===== config.mk =====
export PLATFORM = sky130hd
export DESIGN_NAME = bstap_top
export DESIGN_NICKNAME = d
export VERILOG_FILES = /design/src/hw/bstap_pkg.sv /design/src/hw/bstap_top.sv
export SDC_FILE = /design/constraint.sdc
export NUM_CORES = 1
export LEC_CHECK = 0
export BUFFER_PORTS_ARGS = -buffer_cell sky130_fd_sc_hd__buf_2
export CORE_MARGIN = 4
export CORE_UTILIZATION = 41
export CTS_CLUSTER_DIAMETER = 40
export DETAILED_ROUTE_END_ITERATION = 12
export PLACE_DENSITY = 0.56
export SYNTH_ARGS = -nofsm -noshare
export SYNTH_HDL_FRONTEND = slang
export SYNTH_SLANG_ARGS = --single-unit

===== constraint.sdc =====
create_clock -name clk_sys -period 5.3 [get_ports clk_sys]
set_input_delay 0.53 -clock clk_sys [delete_from_list [all_inputs] [get_ports clk_sys]]
set_output_delay 0.53 -clock clk_sys [all_outputs]
set_load 0.005 [all_outputs]

===== src/hw/bstap_pkg.sv =====
package bstap_pkg;

	// ----------------------------------------
	// instruction codes, lsb first
	// ----------------------------------------
	localparam int IR_W = 3;
	localparam logic [2:0] INS_EXTEST = 3'h0;
	localparam logic [2:0] INS_IDENT = 3'h1;
	localparam logic [2:0] INS_SAMPZ = 3'h2;
	localparam logic [2:0] INS_SAMPLE = 3'h4;
	localparam logic [2:0] INS_BYPASS = 3'h7;
	localparam logic [2:0] IR_CAPTURE = 3'h1;
	localparam int IR_MSB = 2;
	localparam int IR_LSB = 0;

	// ----------------------------------------
	// identification value, arbitrary
	// ----------------------------------------
	localparam logic [31:0] ID_VALUE = 32'h1234_5679;
	localparam int ID_W = 32;

	// ----------------------------------------
	// controller states
	// ----------------------------------------
	typedef enum logic [3:0] {
		ST_TLR = 4'h0, ST_RTI = 4'h1, ST_SELDR = 4'h2, ST_CAPDR = 4'h3,
		ST_SHDR = 4'h4, ST_EX1DR = 4'h5, ST_PDR = 4'h6, ST_EX2DR = 4'h7,
		ST_UPDR = 4'h8, ST_SELIR = 4'h9, ST_CAPIR = 4'hA, ST_SHIR = 4'hB,
		ST_EX1IR = 4'hC, ST_PIR = 4'hD, ST_EX2IR = 4'hE, ST_UPIR = 4'hF
	} bstap_state_type;

	// ----------------------------------------
	// serial link bundles
	// ----------------------------------------
	typedef struct packed {
		logic tck;
		logic tms;
		logic tdi;
	} bstap_link_type;

	typedef struct packed {
		logic tdo;
		logic tdoEn;
	} bstap_tdo_type;

endpackage


===== src/hw/bstap_top.sv =====
`timescale 1ns/1ns
`default_nettype none

// ----------------------------------------
// small fifo for captured pad words
// ----------------------------------------
module bstap_fifo #(
	parameter int WIDTH = 8,
	parameter int DEPTH = 4
) (
	input wire logic clk_sys,
	input wire logic reset_n,
	input wire logic inValid,
	output logic inReady,
	input wire logic [WIDTH-1:0] inData,
	output logic outValid,
	input wire logic outReady,
	output logic [WIDTH-1:0] outData
);
	localparam int AW = $clog2(DEPTH);
	logic [WIDTH-1:0] mem [DEPTH];
	logic [AW-1:0] wp_r, wp_nxt, rp_r, rp_nxt;
	logic [AW:0] cnt_r, cnt_nxt;
	logic doWr, doRd;
	assign inReady = (cnt_r != (AW+1)'(DEPTH));
	assign outValid = (cnt_r != '0);
	assign outData = mem[rp_r];
	assign doWr = inValid && inReady;
	assign doRd = outValid && outReady;
	always_comb begin
		wp_nxt = doWr ? wp_r + AW'(1) : wp_r;
		rp_nxt = doRd ? rp_r + AW'(1) : rp_r;
		cnt_nxt = cnt_r + (AW+1)'(doWr) - (AW+1)'(doRd);
	end
	always_ff @(posedge clk_sys) begin
		if (!reset_n) begin
			wp_r <= '0;
			rp_r <= '0;
			cnt_r <= '0;
		end else begin
			wp_r <= wp_nxt;
			rp_r <= rp_nxt;
			cnt_r <= cnt_nxt;
		end
		if (doWr) begin
			mem[wp_r] <= inData;
		end
	end
endmodule

module bstap_top
	import bstap_pkg::*;
#(
	parameter int IN_W = 8,
	parameter int OUT_W = 8,
	parameter int FIFO_DEPTH = 4
) (
	input wire logic clk_sys,
	input wire logic reset_n,
	input wire bstap_link_type linkIn,
	input wire logic tmsDriven,
	input wire logic tdiDriven,
	output bstap_tdo_type tdoOut,
	input wire logic [IN_W-1:0] padIn,
	input wire logic [OUT_W-1:0] readData,
	output logic [OUT_W-1:0] qOut,
	output logic qOutEn,
	output logic [IN_W+OUT_W-1:0] capWord,
	output logic capValid,
	input wire logic capReady
);
	localparam int BSR_W = IN_W + OUT_W;

	// ----------------------------------------
	// pin synchronisers and edge find
	// ----------------------------------------
	logic [4:0] s1_r, s2_r, s1_nxt, s2_nxt;
	logic tckOld_r, tckOld_nxt;
	logic [IN_W+OUT_W-1:0] pad1_r, pad2_r;
	logic tck, tms, tdi, rise, fall;

	always_comb begin
		s1_nxt = {linkIn.tck, linkIn.tms, linkIn.tdi, tmsDriven, tdiDriven};
		s2_nxt = s1_r;
		tckOld_nxt = s2_r[4];
	end
	always_ff @(posedge clk_sys) begin
		if (!reset_n) begin
			s1_r <= 5'h0F;
			s2_r <= 5'h0F;
			tckOld_r <= 1'b0;
			pad1_r <= '0;
			pad2_r <= '0;
		end else begin
			s1_r <= s1_nxt;
			s2_r <= s2_nxt;
			tckOld_r <= tckOld_nxt;
			pad1_r <= {padIn, readData};
			pad2_r <= pad1_r;
		end
	end
	assign tck = s2_r[4];
	assign tms = s2_r[3] | ~s2_r[1];
	assign tdi = s2_r[2] | ~s2_r[0];
	assign rise = tck & ~tckOld_r;
	assign fall = ~tck & tckOld_r;
	// ----------------------------------------
	// controller and registers
	// ----------------------------------------
	bstap_state_type st_r, st_nxt;
	logic [IR_W-1:0] irSh_r, irSh_nxt, ir_r, ir_nxt;
	logic [ID_W-1:0] idSh_r, idSh_nxt;
	logic byp_r, byp_nxt;
	logic [BSR_W-1:0] bsr_r, bsr_nxt, upd_r, upd_nxt;
	logic tdo_r, tdo_nxt, tdoEn_r, tdoEn_nxt;
	logic [OUT_W-1:0] q_r, q_nxt;
	logic qEn_r, qEn_nxt, push;
	logic selId, selBsr, selByp;

	always_comb begin
		unique case (ir_r)
			INS_IDENT: {selId, selBsr, selByp} = 3'h4;
			INS_EXTEST, INS_SAMPZ, INS_SAMPLE: {selId, selBsr, selByp} = 3'h2;
			default: {selId, selBsr, selByp} = 3'h1;
		endcase
	end

	always_comb begin
		st_nxt = st_r;
		if (rise) begin
			unique case (st_r)
				ST_TLR: st_nxt = tms ? ST_TLR : ST_RTI;
				ST_RTI: st_nxt = tms ? ST_SELDR : ST_RTI;
				ST_SELDR: st_nxt = tms ? ST_SELIR : ST_CAPDR;
				ST_CAPDR: st_nxt = tms ? ST_EX1DR : ST_SHDR;
				ST_SHDR: st_nxt = tms ? ST_EX1DR : ST_SHDR;
				ST_EX1DR: st_nxt = tms ? ST_UPDR : ST_PDR;
				ST_PDR: st_nxt = tms ? ST_EX2DR : ST_PDR;
				ST_EX2DR: st_nxt = tms ? ST_UPDR : ST_SHDR;
				ST_UPDR: st_nxt = tms ? ST_SELDR : ST_RTI;
				ST_SELIR: st_nxt = tms ? ST_TLR : ST_CAPIR;
				ST_CAPIR: st_nxt = tms ? ST_EX1IR : ST_SHIR;
				ST_SHIR: st_nxt = tms ? ST_EX1IR : ST_SHIR;
				ST_EX1IR: st_nxt = tms ? ST_UPIR : ST_PIR;
				ST_PIR: st_nxt = tms ? ST_EX2IR : ST_PIR;
				ST_EX2IR: st_nxt = tms ? ST_UPIR : ST_SHIR;
				ST_UPIR: st_nxt = tms ? ST_SELDR : ST_RTI;
			endcase
		end
	end

	always_comb begin
		irSh_nxt = irSh_r;
		ir_nxt = ir_r;
		idSh_nxt = idSh_r;
		byp_nxt = byp_r;
		bsr_nxt = bsr_r;
		upd_nxt = upd_r;
		push = 1'b0;
		if (rise) begin
			unique case (st_r)
				ST_CAPIR: irSh_nxt = IR_CAPTURE;
				ST_SHIR: irSh_nxt = {tdi, irSh_r[IR_MSB:IR_LSB+1]};
				ST_UPIR: ir_nxt = irSh_r;
				ST_CAPDR: begin
					if (selId) idSh_nxt = ID_VALUE;
					if (selByp) byp_nxt = 1'b0;
					if (selBsr) begin
						bsr_nxt = pad2_r;
						push = 1'b1;
					end
				end
				ST_SHDR: begin
					if (selId) idSh_nxt = {tdi, idSh_r[ID_W-1:1]};
					if (selByp) byp_nxt = tdi;
					if (selBsr) bsr_nxt = {tdi, bsr_r[BSR_W-1:1]};
				end
				ST_UPDR: if (selBsr) upd_nxt = bsr_r;
				default: ;
			endcase
		end
		if (rise && st_nxt == ST_TLR) ir_nxt = INS_IDENT;
	end

	always_comb begin
		tdo_nxt = tdo_r;
		tdoEn_nxt = tdoEn_r;
		if (fall) begin
			tdoEn_nxt = (st_r == ST_SHDR) || (st_r == ST_SHIR);
			if (st_r == ST_SHIR) tdo_nxt = irSh_r[0];
			else if (selId) tdo_nxt = idSh_r[0];
			else if (selBsr) tdo_nxt = bsr_r[0];
			else tdo_nxt = byp_r;
		end
		// read-data path follows memory unless EXTEST owns it; SAMPZ only drops its enable
		unique case (ir_r)
			INS_SAMPZ: begin
				q_nxt = readData;
				qEn_nxt = 1'b0;
			end
			INS_EXTEST: begin
				q_nxt = upd_r[OUT_W-1:0];
				qEn_nxt = 1'b1;
			end
			default: begin
				q_nxt = readData;
				qEn_nxt = 1'b1;
			end
		endcase
	end

	always_ff @(posedge clk_sys) begin
		if (!reset_n) begin
			st_r <= ST_TLR;
			irSh_r <= IR_CAPTURE;
			ir_r <= INS_IDENT;
			idSh_r <= '0;
			byp_r <= 1'b0;
			bsr_r <= '0;
			upd_r <= '0;
			tdo_r <= 1'b0;
			tdoEn_r <= 1'b0;
			q_r <= '0;
			qEn_r <= 1'b0;
		end else begin
			st_r <= st_nxt;
			irSh_r <= irSh_nxt;
			ir_r <= ir_nxt;
			idSh_r <= idSh_nxt;
			byp_r <= byp_nxt;
			bsr_r <= bsr_nxt;
			upd_r <= upd_nxt;
			tdo_r <= tdo_nxt;
			tdoEn_r <= tdoEn_nxt;
			q_r <= q_nxt;
			qEn_r <= qEn_nxt;
		end
	end

	// ----------------------------------------
	// captured words to the side port
	// ----------------------------------------
	logic fVal, fReady;
	logic [BSR_W-1:0] fData;
	logic [BSR_W-1:0] cw_r, cw_nxt;
	logic cv_r, cv_nxt;
	bstap_fifo #(.WIDTH(BSR_W), .DEPTH(FIFO_DEPTH)) u_fifo (
		.clk_sys(clk_sys),
		.reset_n(reset_n),
		.inValid(push),
		.inReady(),
		.inData(bsr_nxt),
		.outValid(fVal),
		.outReady(fReady),
		.outData(fData)
	);
	assign fReady = !cv_r || capReady;
	always_comb begin
		cw_nxt = cw_r;
		cv_nxt = cv_r;
		if (fReady) begin
			cv_nxt = fVal;
			if (fVal) cw_nxt = fData;
		end
	end
	always_ff @(posedge clk_sys) begin
		if (!reset_n) begin
			cw_r <= '0;
			cv_r <= 1'b0;
		end else begin
			cw_r <= cw_nxt;
			cv_r <= cv_nxt;
		end
	end
	assign tdoOut = '{tdo: tdo_r, tdoEn: tdoEn_r};
	assign qOut = q_r;
	assign qOutEn = qEn_r;
	assign capWord = cw_r;
	assign capValid = cv_r;
endmodule

`default_nettype wire


==> results.txt, run 1 <==
outcome - finished clean
Port Buffers - 51
vias in the first global route - 4,917
Area Growth Syn to Fin - 18.1%
clk slew on worst S/H paths - 0.06 ns
die height - 148 um
Min-Delay Endpoint - s1_r[3]
number of CTS-inserted buffers - 30
Synth Area per Inst - 11.5 sq um
Async S/R FF share, synth - 0
CTS Root Cell - clkbuf_16
Seq/Total Area, Yosys - 0.604
WP buf/inv - 0
Max Fclk - 0.303 GHz
P_sw - 0.772 mW
Slew headroom - 0.171
cell-internal power - 2.97 mW
Core Box Area - 19,000 sq um
R2R Setup Slk - 2.00 ns
Hold/Removal Path Class - input port to flip-flop
Worst-Margin Slew - 1.24 ns
fin crit share - 0.623
Clk pwr share - 0.540
Slowest cell on crit path - nand3_1
Synth area leader - dfxtp_1
setup_tns - 0 ns
Slew Limit Fails - 0
later-pin clock latency in the skew report - 0.54 ns
Final Hold Viols - 0
fraction of layout cells with a size suffix above 1 - 0.172
RSZ-0062 raised after global routing - false
total global routing overflow - 0
R2R Path End - idSh_r[21]
Cells after Synth - 698
minimum clock period - 3.30 ns
synth warn - 0
Worst R2R Start - st_r[2]
Layout Nets - 764
register share of total power - 0.445
first-pass GRT wire length - 25,200 um
Rows - 50
CTS tree - built
area occupied by multi-input gates - 2910 sq um
most frequent cells in the layout - dfxtp_1, nand2_1, edfxtp_1, and2_1, buf_2
Hold Startpoint - linkIn[1]
chip width - 148 um
Final ANT Viol Nets - 0
# DRC - 0
largest net degree at the start of global routing - 144
synth unique cells - 57
IO Count - 52
Area contributors post-synth - dfxtp_1, edfxtp_1, and2_1, mux4_2, nand2_1
FF/Latch Area - 4820 sq um
leakage power total - 3.18 nW
# resized after CTS - 0
Synth Net Count - 729
initial antenna violation count - 0
hold path depth - 2
CTS Hold Bufs - 0
final number of setup-violating endpoints - 0
Starting Density - 0.422
clk sinks - 209
WP data required - 5.71 ns
synthesized cell area - 7990 sq um
Total Wirelength - 15,100 um
Synth Register Bits - 209
most common cell after layout, fill and taps aside - dfxtp_1
critical path capture point type - flip-flop
Crit Path Category - flip-flop to flip-flop
critical path cell sequence - nor4b_4 > o21a_1 > nand3_1 > nor3_1 > nor3b_1
filler cell count in the final layout - 1,699
Tot Pwr - 3.75 mW
Fin Clk Skew - 0.0140 ns
Largest stage delay, worst path - 0.85 ns
ys flop type - dfxtp_1
Die Footprint - 21,800 sq um
Yosys top cell area share - 0.363
crit path max fanout - 32
Sw Ratio - 0.206
DP Wirelength - 9240 um
vias - 4,954
Critical Path Source Type - flip-flop
EDFF count, synth - 64
PwrDens - 397 nW/um^2
max-cap viol count - 0
number of diodes - 0
initial DRC count - 280
Tot GR Track Use - 0.139
Post-CTS Setup Bufs - 0
drt wl/cell - 14.8 um
CTS H-tree lvls - 1
drt first pass iters - 5
Clock Path Buffers - 3
Arr. time, crit path - 3.71 ns
Worst R2R Path Depth - 5
vias per std cell - 4.87
Comb pwr share - 0.015
gpl congestion - 0.732
IR drop worst, VDD - 0.000233 V
CP delay by family, top - simple AND/OR/NAND/NOR gates
## metrics by stage
step / hold slack [ns] / area [sq um] / setup slack [ns] / instances / utilization
2_1_floorplan: 0.386 / 7990 / 2.46 / 698 / -
3_3_place_gp: 0.396 / 8380 / 2.05 / 961 / 0.442
3_5_place_dp: 0.394 / 8380 / 1.93 / 961 / 0.442
4_1_cts: 0.157 / 9440 / 1.96 / 1017 / 0.498
5_1_grt: 0.157 / 9440 / 1.61 / 1017 / 0.498
6_report: 0.173 / 9440 / 2.00 / 1017 / 0.498
## worst max path at each step
stage	endpoint	start	slack, ns	cells after the start
CTS	idSh_r[21]	st_r[2]	1.96	5
global placement	u_fifo.cnt_r[2]	capReady	2.05	12
global route	idSh_r[5]	st_r[2]	1.61	5
floorplan	u_fifo.cnt_r[2]	capReady	2.46	13
detailed placement	u_fifo.cnt_r[2]	capReady	1.93	12
finish	idSh_r[21]	st_r[2]	2.00	5
## power groups by stage
stage / clock network [mW] / registers (mW) / logic (mW)
after floorplan: 0 / 1.70 / 0.0396
after global placement: 0 / 1.70 / 0.0559
after detailed placement: 0 / 1.70 / 0.0565
after CTS: 2.07 / 1.67 / 0.0569
after global routing: 2.15 / 1.67 / 0.0627
final: 2.02 / 1.67 / 0.0556
## metal layers
metal,wire (um),global-route usage
met4,290,0.0415
met5,0,0
met2,6420,0.209
met1,7660,0.201
met3,701,0.0328
## sequential cells by signal, summed over array words and instances (netlist names), 2 cells and up
name and cells:
upd_r 8, u_fifo.wp_r 2, u_fifo.mem 64, s2_r 5, qOut 8, pad2_r 16, idSh_r 32, s1_r 5
pad1_r 16, irSh_r 3, st_r 4, u_fifo.cnt_r 3, ir_r 3, bsr_r 16, u_fifo.rp_r 2, capWord 16
## Yosys cell counts, types with 2 or more instances
master,count
dfxtp_1,145
nand2_1,79
edfxtp_1,64
and2_1,62
clkbuf_1,32
nor2b_1,27
nor2_1,23
mux2i_1,21
nand3_1,20
nor3_1,20
a21boi_0,19
a21boi_1,18
mux4_2,16
nor3b_1,16
o21ai_0,16
a22oi_1,15
nand2b_1,11
buf_2,10
inv_1,10
a21oi_1,6
ha_1,6
o21ai_1,6
buf_4,5
xnor2_1,5
buf_1,4
o211ai_1,3
o21a_1,3
a2111oi_0,2
a211oi_1,2
a21o_1,2
a31oi_1,2
nand3b_1,2
o21bai_1,2
## layout make-up
| type | instances | share of cell area |
|---|---|---|
| tap | 260 | 0.0345 |
| sequential | 209 | 0.511 |
| timing repair buffer | 54 | 0.0297 |
| inverter | 11 | 0.00437 |
| clock buffer | 36 | 0.0885 |
| clock inverter | 20 | 0.0237 |
| multi-input combinational | 427 | 0.308 |
## kinds of logic (layout without fill, tap and decap cells)
logic type               Yosys count  in the layout  synth area share
AND/OR/NAND/NOR                  272            272             0.182
flip-flops                       209            209             0.604
AO/OA/AOI/OAI                    106            106            0.0927
buffers and inverters             62            121            0.0330
multiplexers                      37             37            0.0714
adder cells (fa/ha/maj)            7              7            0.0119
XOR/XNOR                           5              5           0.00548
No activity file was read; power rests on OpenSTA's default activity.
==> run 2: changes to the inputs <==
--- a/config.mk
+++ b/config.mk
@@ -5,12 +5,13 @@
 export SDC_FILE = /design/constraint.sdc
 export NUM_CORES = 1
 export LEC_CHECK = 0
+export ABC_AREA = 1
 export BUFFER_PORTS_ARGS = -buffer_cell sky130_fd_sc_hd__buf_2
 export CORE_MARGIN = 4
 export CORE_UTILIZATION = 41
 export CTS_CLUSTER_DIAMETER = 40
 export DETAILED_ROUTE_END_ITERATION = 12
-export PLACE_DENSITY = 0.56
+export PLACE_DENSITY = 0.58
 export SYNTH_ARGS = -nofsm -noshare
 export SYNTH_HDL_FRONTEND = slang
 export SYNTH_SLANG_ARGS = --single-unit
==> constraint.sdc (replaced) <==
create_clock -name clk_sys -period 2.9 [get_ports clk_sys]
set_input_delay 0.29 -clock clk_sys [delete_from_list [all_inputs] [get_ports clk_sys]]
set_output_delay 0.29 -clock clk_sys [all_outputs]
set_load 0.005 [all_outputs]
==> results.txt, run 2 <==
outcome - finished clean
CTS Root Cell - clkbuf_16
Clock Path Buffers - 3 (unchanged)
critical path capture point type - flip-flop
Placed Instance Area - 8520 sq um (+1.6%)
total global routing overflow - 0 (unchanged)
drt first pass iters - 5 (unchanged)
Starting Density - 0.422 (+0.000726)
register share of total power - 0.393 (-0.052)
chip width - 148 um (about the same)
drt wl/cell - 13.2 um (-11%)
RSZ-0062 raised after global routing - false
CP delay by family, top - adder cells
clk slew on worst S/H paths - 0.05 ns (about the same)
Crit Path Category - flip-flop to flip-flop
number of diodes - 0 (unchanged)
Synth Register Bits - 209 (unchanged)
final non-filler cell area - 9880 sq um (+4.7%)
Hold/Removal Path Class - input port to flip-flop
WP data required - 3.37 ns (-2.34 ns)
Finished Core Util - 0.521 (+0.0233)
vias - 5,873 (+19%)
most used cell, CP - inv_1
Largest regs - u_fifo.mem (64), idSh_r (32)
Worst-Margin Slew - 0.879 ns (-0.360 ns)
Max Fclk - 0.452 GHz (+49%)
cell-internal power - 6.27 mW (+110%)
synthesized cell area - 8010 sq um (+0.17%)
fraction of layout cells with a size suffix above 1 - 0.154 (-0.0180)
cell with the most instances after synthesis - nand2_1
ys flop type - dfxtp_1
CTS tree - built
Final ANT Viol Nets - 0 (unchanged)
Clk pwr share - 0.488 (-0.052)
EDFF count, synth - 64 (unchanged)
initial antenna violation count - 0 (unchanged)
later-pin clock latency in the skew report - 0.54 ns (about the same)
leakage power total - 4.24 nW (+33%)
Yosys top cell area share - 0.363 (-0.000624)
Area Growth Syn to Fin - 23.4%
synth unique cells - 35 (-39%)
minimum clock period - 2.21 ns (-1.09 ns)
IR drop worst, VDD - 0.000486 V (+110%)
Synth Net Count - 929 (+27%)
Core Box Area - 19,000 sq um (unchanged)
max-cap viol count - 0 (unchanged)
# resized after CTS - 0 (unchanged)
clk sinks - 209 (unchanged)
first-pass GRT wire length - 28,100 um (+12%)
Port Buffers - 51 (unchanged)
synth warn - 0 (unchanged)
Slowest cell on crit path - fa_1
Area contributors post-synth - dfxtp_1, edfxtp_1, nand2_1, o21ai_0, nor2_1
Total Wirelength - 16,700 um (+11%)
Hold WS - 0.125 ns (-0.0489 ns)
Post-synth top cells - nand2_1, dfxtp_1, nor2_1, inv_1, o21ai_0
Layout Nets - 1,008 (+32%)
P_sw - 2.06 mW (+170%)
Cells after Synth - 898 (+29%)
max reg flops - 64 (unchanged)
crit path max fanout - 9 (-72%)
Largest stage delay, worst path - 0.40 ns (-0.45 ns)
most frequent cells in the layout - nand2_1, dfxtp_1, nor2_1, inv_1, o21ai_0
Slew Limit Fails - 0 (unchanged)
initial DRC count - 287 (+2.5%)
vias in the first global route - 5,705 (+16%)
Seq/Total Area, Yosys - 0.602 (-0.00104)
Fin Clk Skew - 0.0101 ns (-0.00386 ns)
Sw Ratio - 0.247 (+0.0410)
Slew headroom - 0.413 (+0.242)
CTS H-tree lvls - 1 (unchanged)
Synth area leader - dfxtp_1
DP Wirelength - 10,200 um (+10%)
Final Hold Viols - 0 (unchanged)
# placed instances - 1,183 (+23%)
Comb pwr share - 0.119 (+0.104)
non-filler instance count after layout - 1,262 (+24%)
PwrDens - 842 nW/um^2 (+110%)
number of CTS-inserted buffers - 31 (+3.3%)
final number of setup-violating endpoints - 0 (unchanged)
Async S/R FF share, synth - 0 (unchanged)
fin crit share - 0.763 (+0.140)
Tot GR Track Use - 0.155 (+0.0159)
# DRC - 0 (unchanged)
Arr. time, crit path - 2.68 ns (-1.03 ns)
Rows - 50 (unchanged)
critical path cell sequence - inv_1 > nand3_1 > nand2_1 > nand2_2 > inv_1 > nand3_4 > inv_1 > ha_1 > inv_1 > fa_1 > xor2_1 > o21ai_0 > a21oi_1
setup_tns - 0 ns (unchanged)
gpl congestion - 0.878 (+20%)
largest net degree at the start of global routing - 82 (-43%)
vias per std cell - 4.65 (-4.5%)
Die Footprint - 21,800 sq um (+0.17%)
Synth Area per Inst - 8.92 sq um (-22%)
most common cell after layout, fill and taps aside - nand2_1
die height - 148 um (about the same)
largest register by flop count - u_fifo.mem
WP buf/inv - 4 (+4)
IO Count - 52 (unchanged)
Critical Path Source Type - flip-flop
## run 2: layout make-up
cell class	count	area, sq um
Timing Repair Buffer	91	621
Multi-Input combinational cell	537	2560
Tap cell	260	325
Clock inverter	24	358
Clock buffer	34	797
Sequential cell	209	4820
Inverter	107	403
Fill cell	1769	9070
## run 2: timing repair
item,4_1_cts,5_1_grt
endpoints found under the hold margin,24,0
buffers inserted,0,0
hold buffers,21,0
endpoints found under the setup margin,0,0
## run 2: path summary, 6_finish.rpt
kind / startpoint / to / slack [ns] / cells after the start
min: capReady / capValid / 0.12 / 4
min reg2reg: pad1_r[7] / pad2_r[7] / 0.41 / 2
max reg2reg: ir_r[2] / u_fifo.cnt_r[2] / 0.69 / 13
max: ir_r[2] / u_fifo.cnt_r[2] / 0.69 / 13
## run 2: power by group through the flow
stage / registers, mW / clock network, mW / logic, mW
2_1_floorplan: 3.33 / 0 / 0.645
3_5_place_dp: 3.33 / 0 / 0.984
6_report: 3.27 / 4.07 / 0.990
5_1_grt: 3.29 / 4.29 / 1.15
3_3_place_gp: 3.33 / 0 / 0.976
4_1_cts: 3.27 / 4.16 / 1.01
## run 2: kinds of logic after synthesis
logic type      after synthesis  synth area share
xor+xnor                      1           0.00109
simple gates                333             0.173
flops                       209             0.602
fa+ha+maj                     7            0.0119
buf+inv                     152            0.0783
compound gates              196             0.134
## run 2: worst min-delay path: cells and delay by family
| kind | cells | cell delay [ns] |
|---|---|---|
| AOI/OAI and AO/OA | 1 | 0.15 |
| buffers and inverters | 2 | 0.13 |
| and+or+nand+nor | 1 | 0.05 |
## run 2: routing by layer
layer  vias to the layer above  GRT usage  routed length, um
met5                         -          0                  0
met4                         0     0.0452                383
met3                        38     0.0297                729
met2                       103      0.259               7730
met1                      2648      0.206               7870
li1                       3084          -                  -
## run 2: per-stage QoR
stage	worst slack, ns	power (mW)
finish	0.688	8.33
global placement	0.718	4.31
detailed placement	0.668	4.31
CTS	0.660	8.44
global route	0.431	8.73
floorplan	0.538	3.97
==> run 3: changes to the inputs <==
--- a/config.mk
+++ b/config.mk
@@ -5,7 +5,7 @@
 export SDC_FILE = /design/constraint.sdc
 export NUM_CORES = 1
 export LEC_CHECK = 0
-export ABC_AREA = 1
+export ABC_AREA = 0
 export BUFFER_PORTS_ARGS = -buffer_cell sky130_fd_sc_hd__buf_2
 export CORE_MARGIN = 4
 export CORE_UTILIZATION = 41
==> constraint.sdc (replaced) <==
create_clock -name clk_sys -period 1.9 [get_ports clk_sys]
set_input_delay 0.19 -clock clk_sys [delete_from_list [all_inputs] [get_ports clk_sys]]
set_output_delay 0.19 -clock clk_sys [all_outputs]
set_load 0.005 [all_outputs]
==> results.txt, run 3 (synthesized netlist as in run 1, its figures left out) <==
# DRC - 0 (unchanged)
Core Box Area - 19,000 sq um (unchanged)
drt wl/cell - 14.4 um (+8.6%)
die height - 148 um (about the same)
fraction of layout cells with a size suffix above 1 - 0.275 (+0.121)
RSZ-0062 raised after global routing - true
failing checks - negative setup slack
Arr. time, crit path - 2.45 ns (-0.23 ns)
Hold WS - 0.119 ns (-0.00549 ns)
minimum clock period - 2.05 ns (-0.167 ns)
Slowest cell on crit path - fa_2
setup ws final - -0.146 ns (-0.833 ns)
critical path depth - 9 (-4)
chip width - 148 um (about the same)
worst setup path start - st_r[2]
clk sinks - 209 (unchanged)
initial antenna violation count - 0 (unchanged)
Final ANT Viol Nets - 0 (unchanged)
total global routing overflow - 0 (unchanged)
global-route track usage on met3 - 0.0294 (-0.000307)
DP Wirelength - 9820 um (-3.6%)
Worst R2R Path Depth - 9 (-4)
R2R Setup Slk - -0.15 ns (-0.83 ns)
WP buf/inv - 1 (-3)
largest net degree at the start of global routing - 112 (+37%)
Hold/Removal Path Class - input port to flip-flop
later-pin clock latency in the skew report - 0.53 ns (about the same)
initial DRC count - 313 (+9.1%)
Max Fclk - 0.489 GHz (+8.1%)
non-filler instance count after layout - 1,111 (-12%)
critical path cell sequence - nor4bb_4 > o31ai_2 > nor2_2 > ha_4 > inv_2 > fa_2 > xnor2_2 > xnor2_1 > and2_1
Slew Limit Fails - 0 (unchanged)
critical path capture point type - flip-flop
Tot Pwr - 10.3 mW (+24%)
outcome - complete, but fails checks
Total Wirelength - 16,000 um (-4.4%)
WP data required - 2.31 ns (-1.06 ns)
number of CTS-inserted buffers - 29 (-6.5%)
Worst-Margin Slew - 0.836 ns (-0.0436 ns)
largest register by flop count - u_fifo.mem
IR drop worst, VDD - 0.000645 V (+33%)
GR Util met2 - 0.228 (-0.0307)
number of diodes - 0 (unchanged)
clk slew on worst S/H paths - 0.05 ns (about the same)
crit path max fanout - 3 (-6)
Final Hold Viols - 0 (unchanged)
capture point of the worst path - u_fifo.cnt_r[2]
CTS H-tree lvls - 1 (unchanged)
vias - 5,397 (-8.1%)
Layout Nets - 860 (-15%)
first-pass GRT wire length - 26,300 um (-6.5%)
CTS Root Cell - clkbuf_16
met1 Use GR - 0.202 (-0.00362)
max-cap viol count - 0 (unchanged)
CTS tree - built
Die Footprint - 21,800 sq um (-0.17%)
gpl congestion - 0.770 (-12%)
Port Buffers - 51 (unchanged)
R2R Path End - u_fifo.cnt_r[2]
Starting Density - 0.422 (-0.000726)
CP delay by family, top - simple AND/OR/NAND/NOR gates
PwrDens - 985 nW/um^2 (+17%)
setup_tns - -0.146 ns (-0.146 ns)
Finished Core Util - 0.554 (+0.0321)
drt first pass iters - 4 (-1)
fin crit share - 1.08 (+0.314)
Worst R2R Start - st_r[2]
Largest regs - u_fifo.mem (64), idSh_r (32)
Largest stage delay, worst path - 0.37 ns (-0.03 ns)
IO Count - 52 (unchanged)
most frequent cells in the layout - dfxtp_1, nand2_1, edfxtp_1, buf_4, and2_1
leakage power total - 3.70 nW (-13%)
Crit Path Category - flip-flop to flip-flop
Critical Path Source Type - flip-flop
# placed instances - 1,019 (-14%)
Clock Path Buffers - 3 (unchanged)
Fin Clk Skew - 0.0234 ns (+0.0133 ns)
Slew headroom - 0.443 (+0.0297)
Area Growth Syn to Fin - 31.3%
vias in the first global route - 5,296 (-7.2%)
Rows - 50 (unchanged)
global routing's busiest layer - met2
final number of setup-violating endpoints - 1 (+1)
most common cell after layout, fill and taps aside - dfxtp_1
vias per std cell - 4.86 (+4.4%)
Tot GR Track Use - 0.145 (-0.0105)
max reg flops - 64 (unchanged)
==> run 3: cell types whose count changed in the layout (fill, tap and decap cells not counted), moves of 49 or more <==
cell,previous run,this run
a21oi_1,55,6
inv_1,98,8
o21ai_0,92,15
nor2_1,122,23
and2_1,0,58
nand2_1,158,79
==> run 3: final cells by class <==
class,count,area (sq um)
Fill cell,1636,8460
Multi-Input combinational cell,427,3050
Clock buffer,33,761
Sequential cell,209,4830
Timing Repair Buffer,151,1220
Tap cell,260,325
Inverter,11,53.8
Clock inverter,20,251
==> run 3: worst reg2reg max path: cells and delay by family, from the launching register on <==
kind,cells,cell delay [ns]
XOR/XNOR,2,0.25
AND/OR/NAND/NOR,3,0.67
AO/OA/AOI/OAI,1,0.13
adder cells (fa/ha/maj),2,0.52
buffers and inverters,1,0.03
flip-flops,1,0.34
==> run 3: worst min path at each step <==
stage	slack [ns]	cells past startpoint	startpoint	to
finish	0.12	3	reset_n	irSh_r[0]
global route	0.14	3	reset_n	irSh_r[0]
CTS	0.10	3	reset_n	irSh_r[0]
detailed placement	0.37	2	linkIn[0]	s1_r[2]
global placement	0.37	2	linkIn[0]	s1_r[2]
floorplan	0.29	1	tdiDriven	s1_r[0]
==> run 3: per-stage QoR <==
stage	setup WS (ns)	instance area, sq um
2_1_floorplan	-0.384	8100
3_3_place_gp	-0.208	8980
3_5_place_dp	-0.274	8980
4_1_cts	-0.246	10300
5_1_grt	-0.222	10500
6_report	-0.146	10500
==> run 3: power by group <==
group | switching, mW | internal [mW] | total [mW]
clock network | 2.09 | 3.38 | 5.47
logic | 0.0940 | 0.126 | 0.220
registers | 0.0164 | 4.62 | 4.64
==> run 3: what timing repair did <==
item                                   CTS  global route
pin swaps                                6            10
setup endpoints to repair               64            78
resized for setup                        8            31
setup buffers                            7             7
endpoints found under the hold margin   30             0
hold buffers                            22             0
cloned                                   1             2
==> run 3: metal layers <==
layer / vias up / wire length [um]
li1: 2700 / -
met1: 2568 / 7700
met2: 103 / 7170
met3: 26 / 757
met4: 0 / 342
met5: - / 0
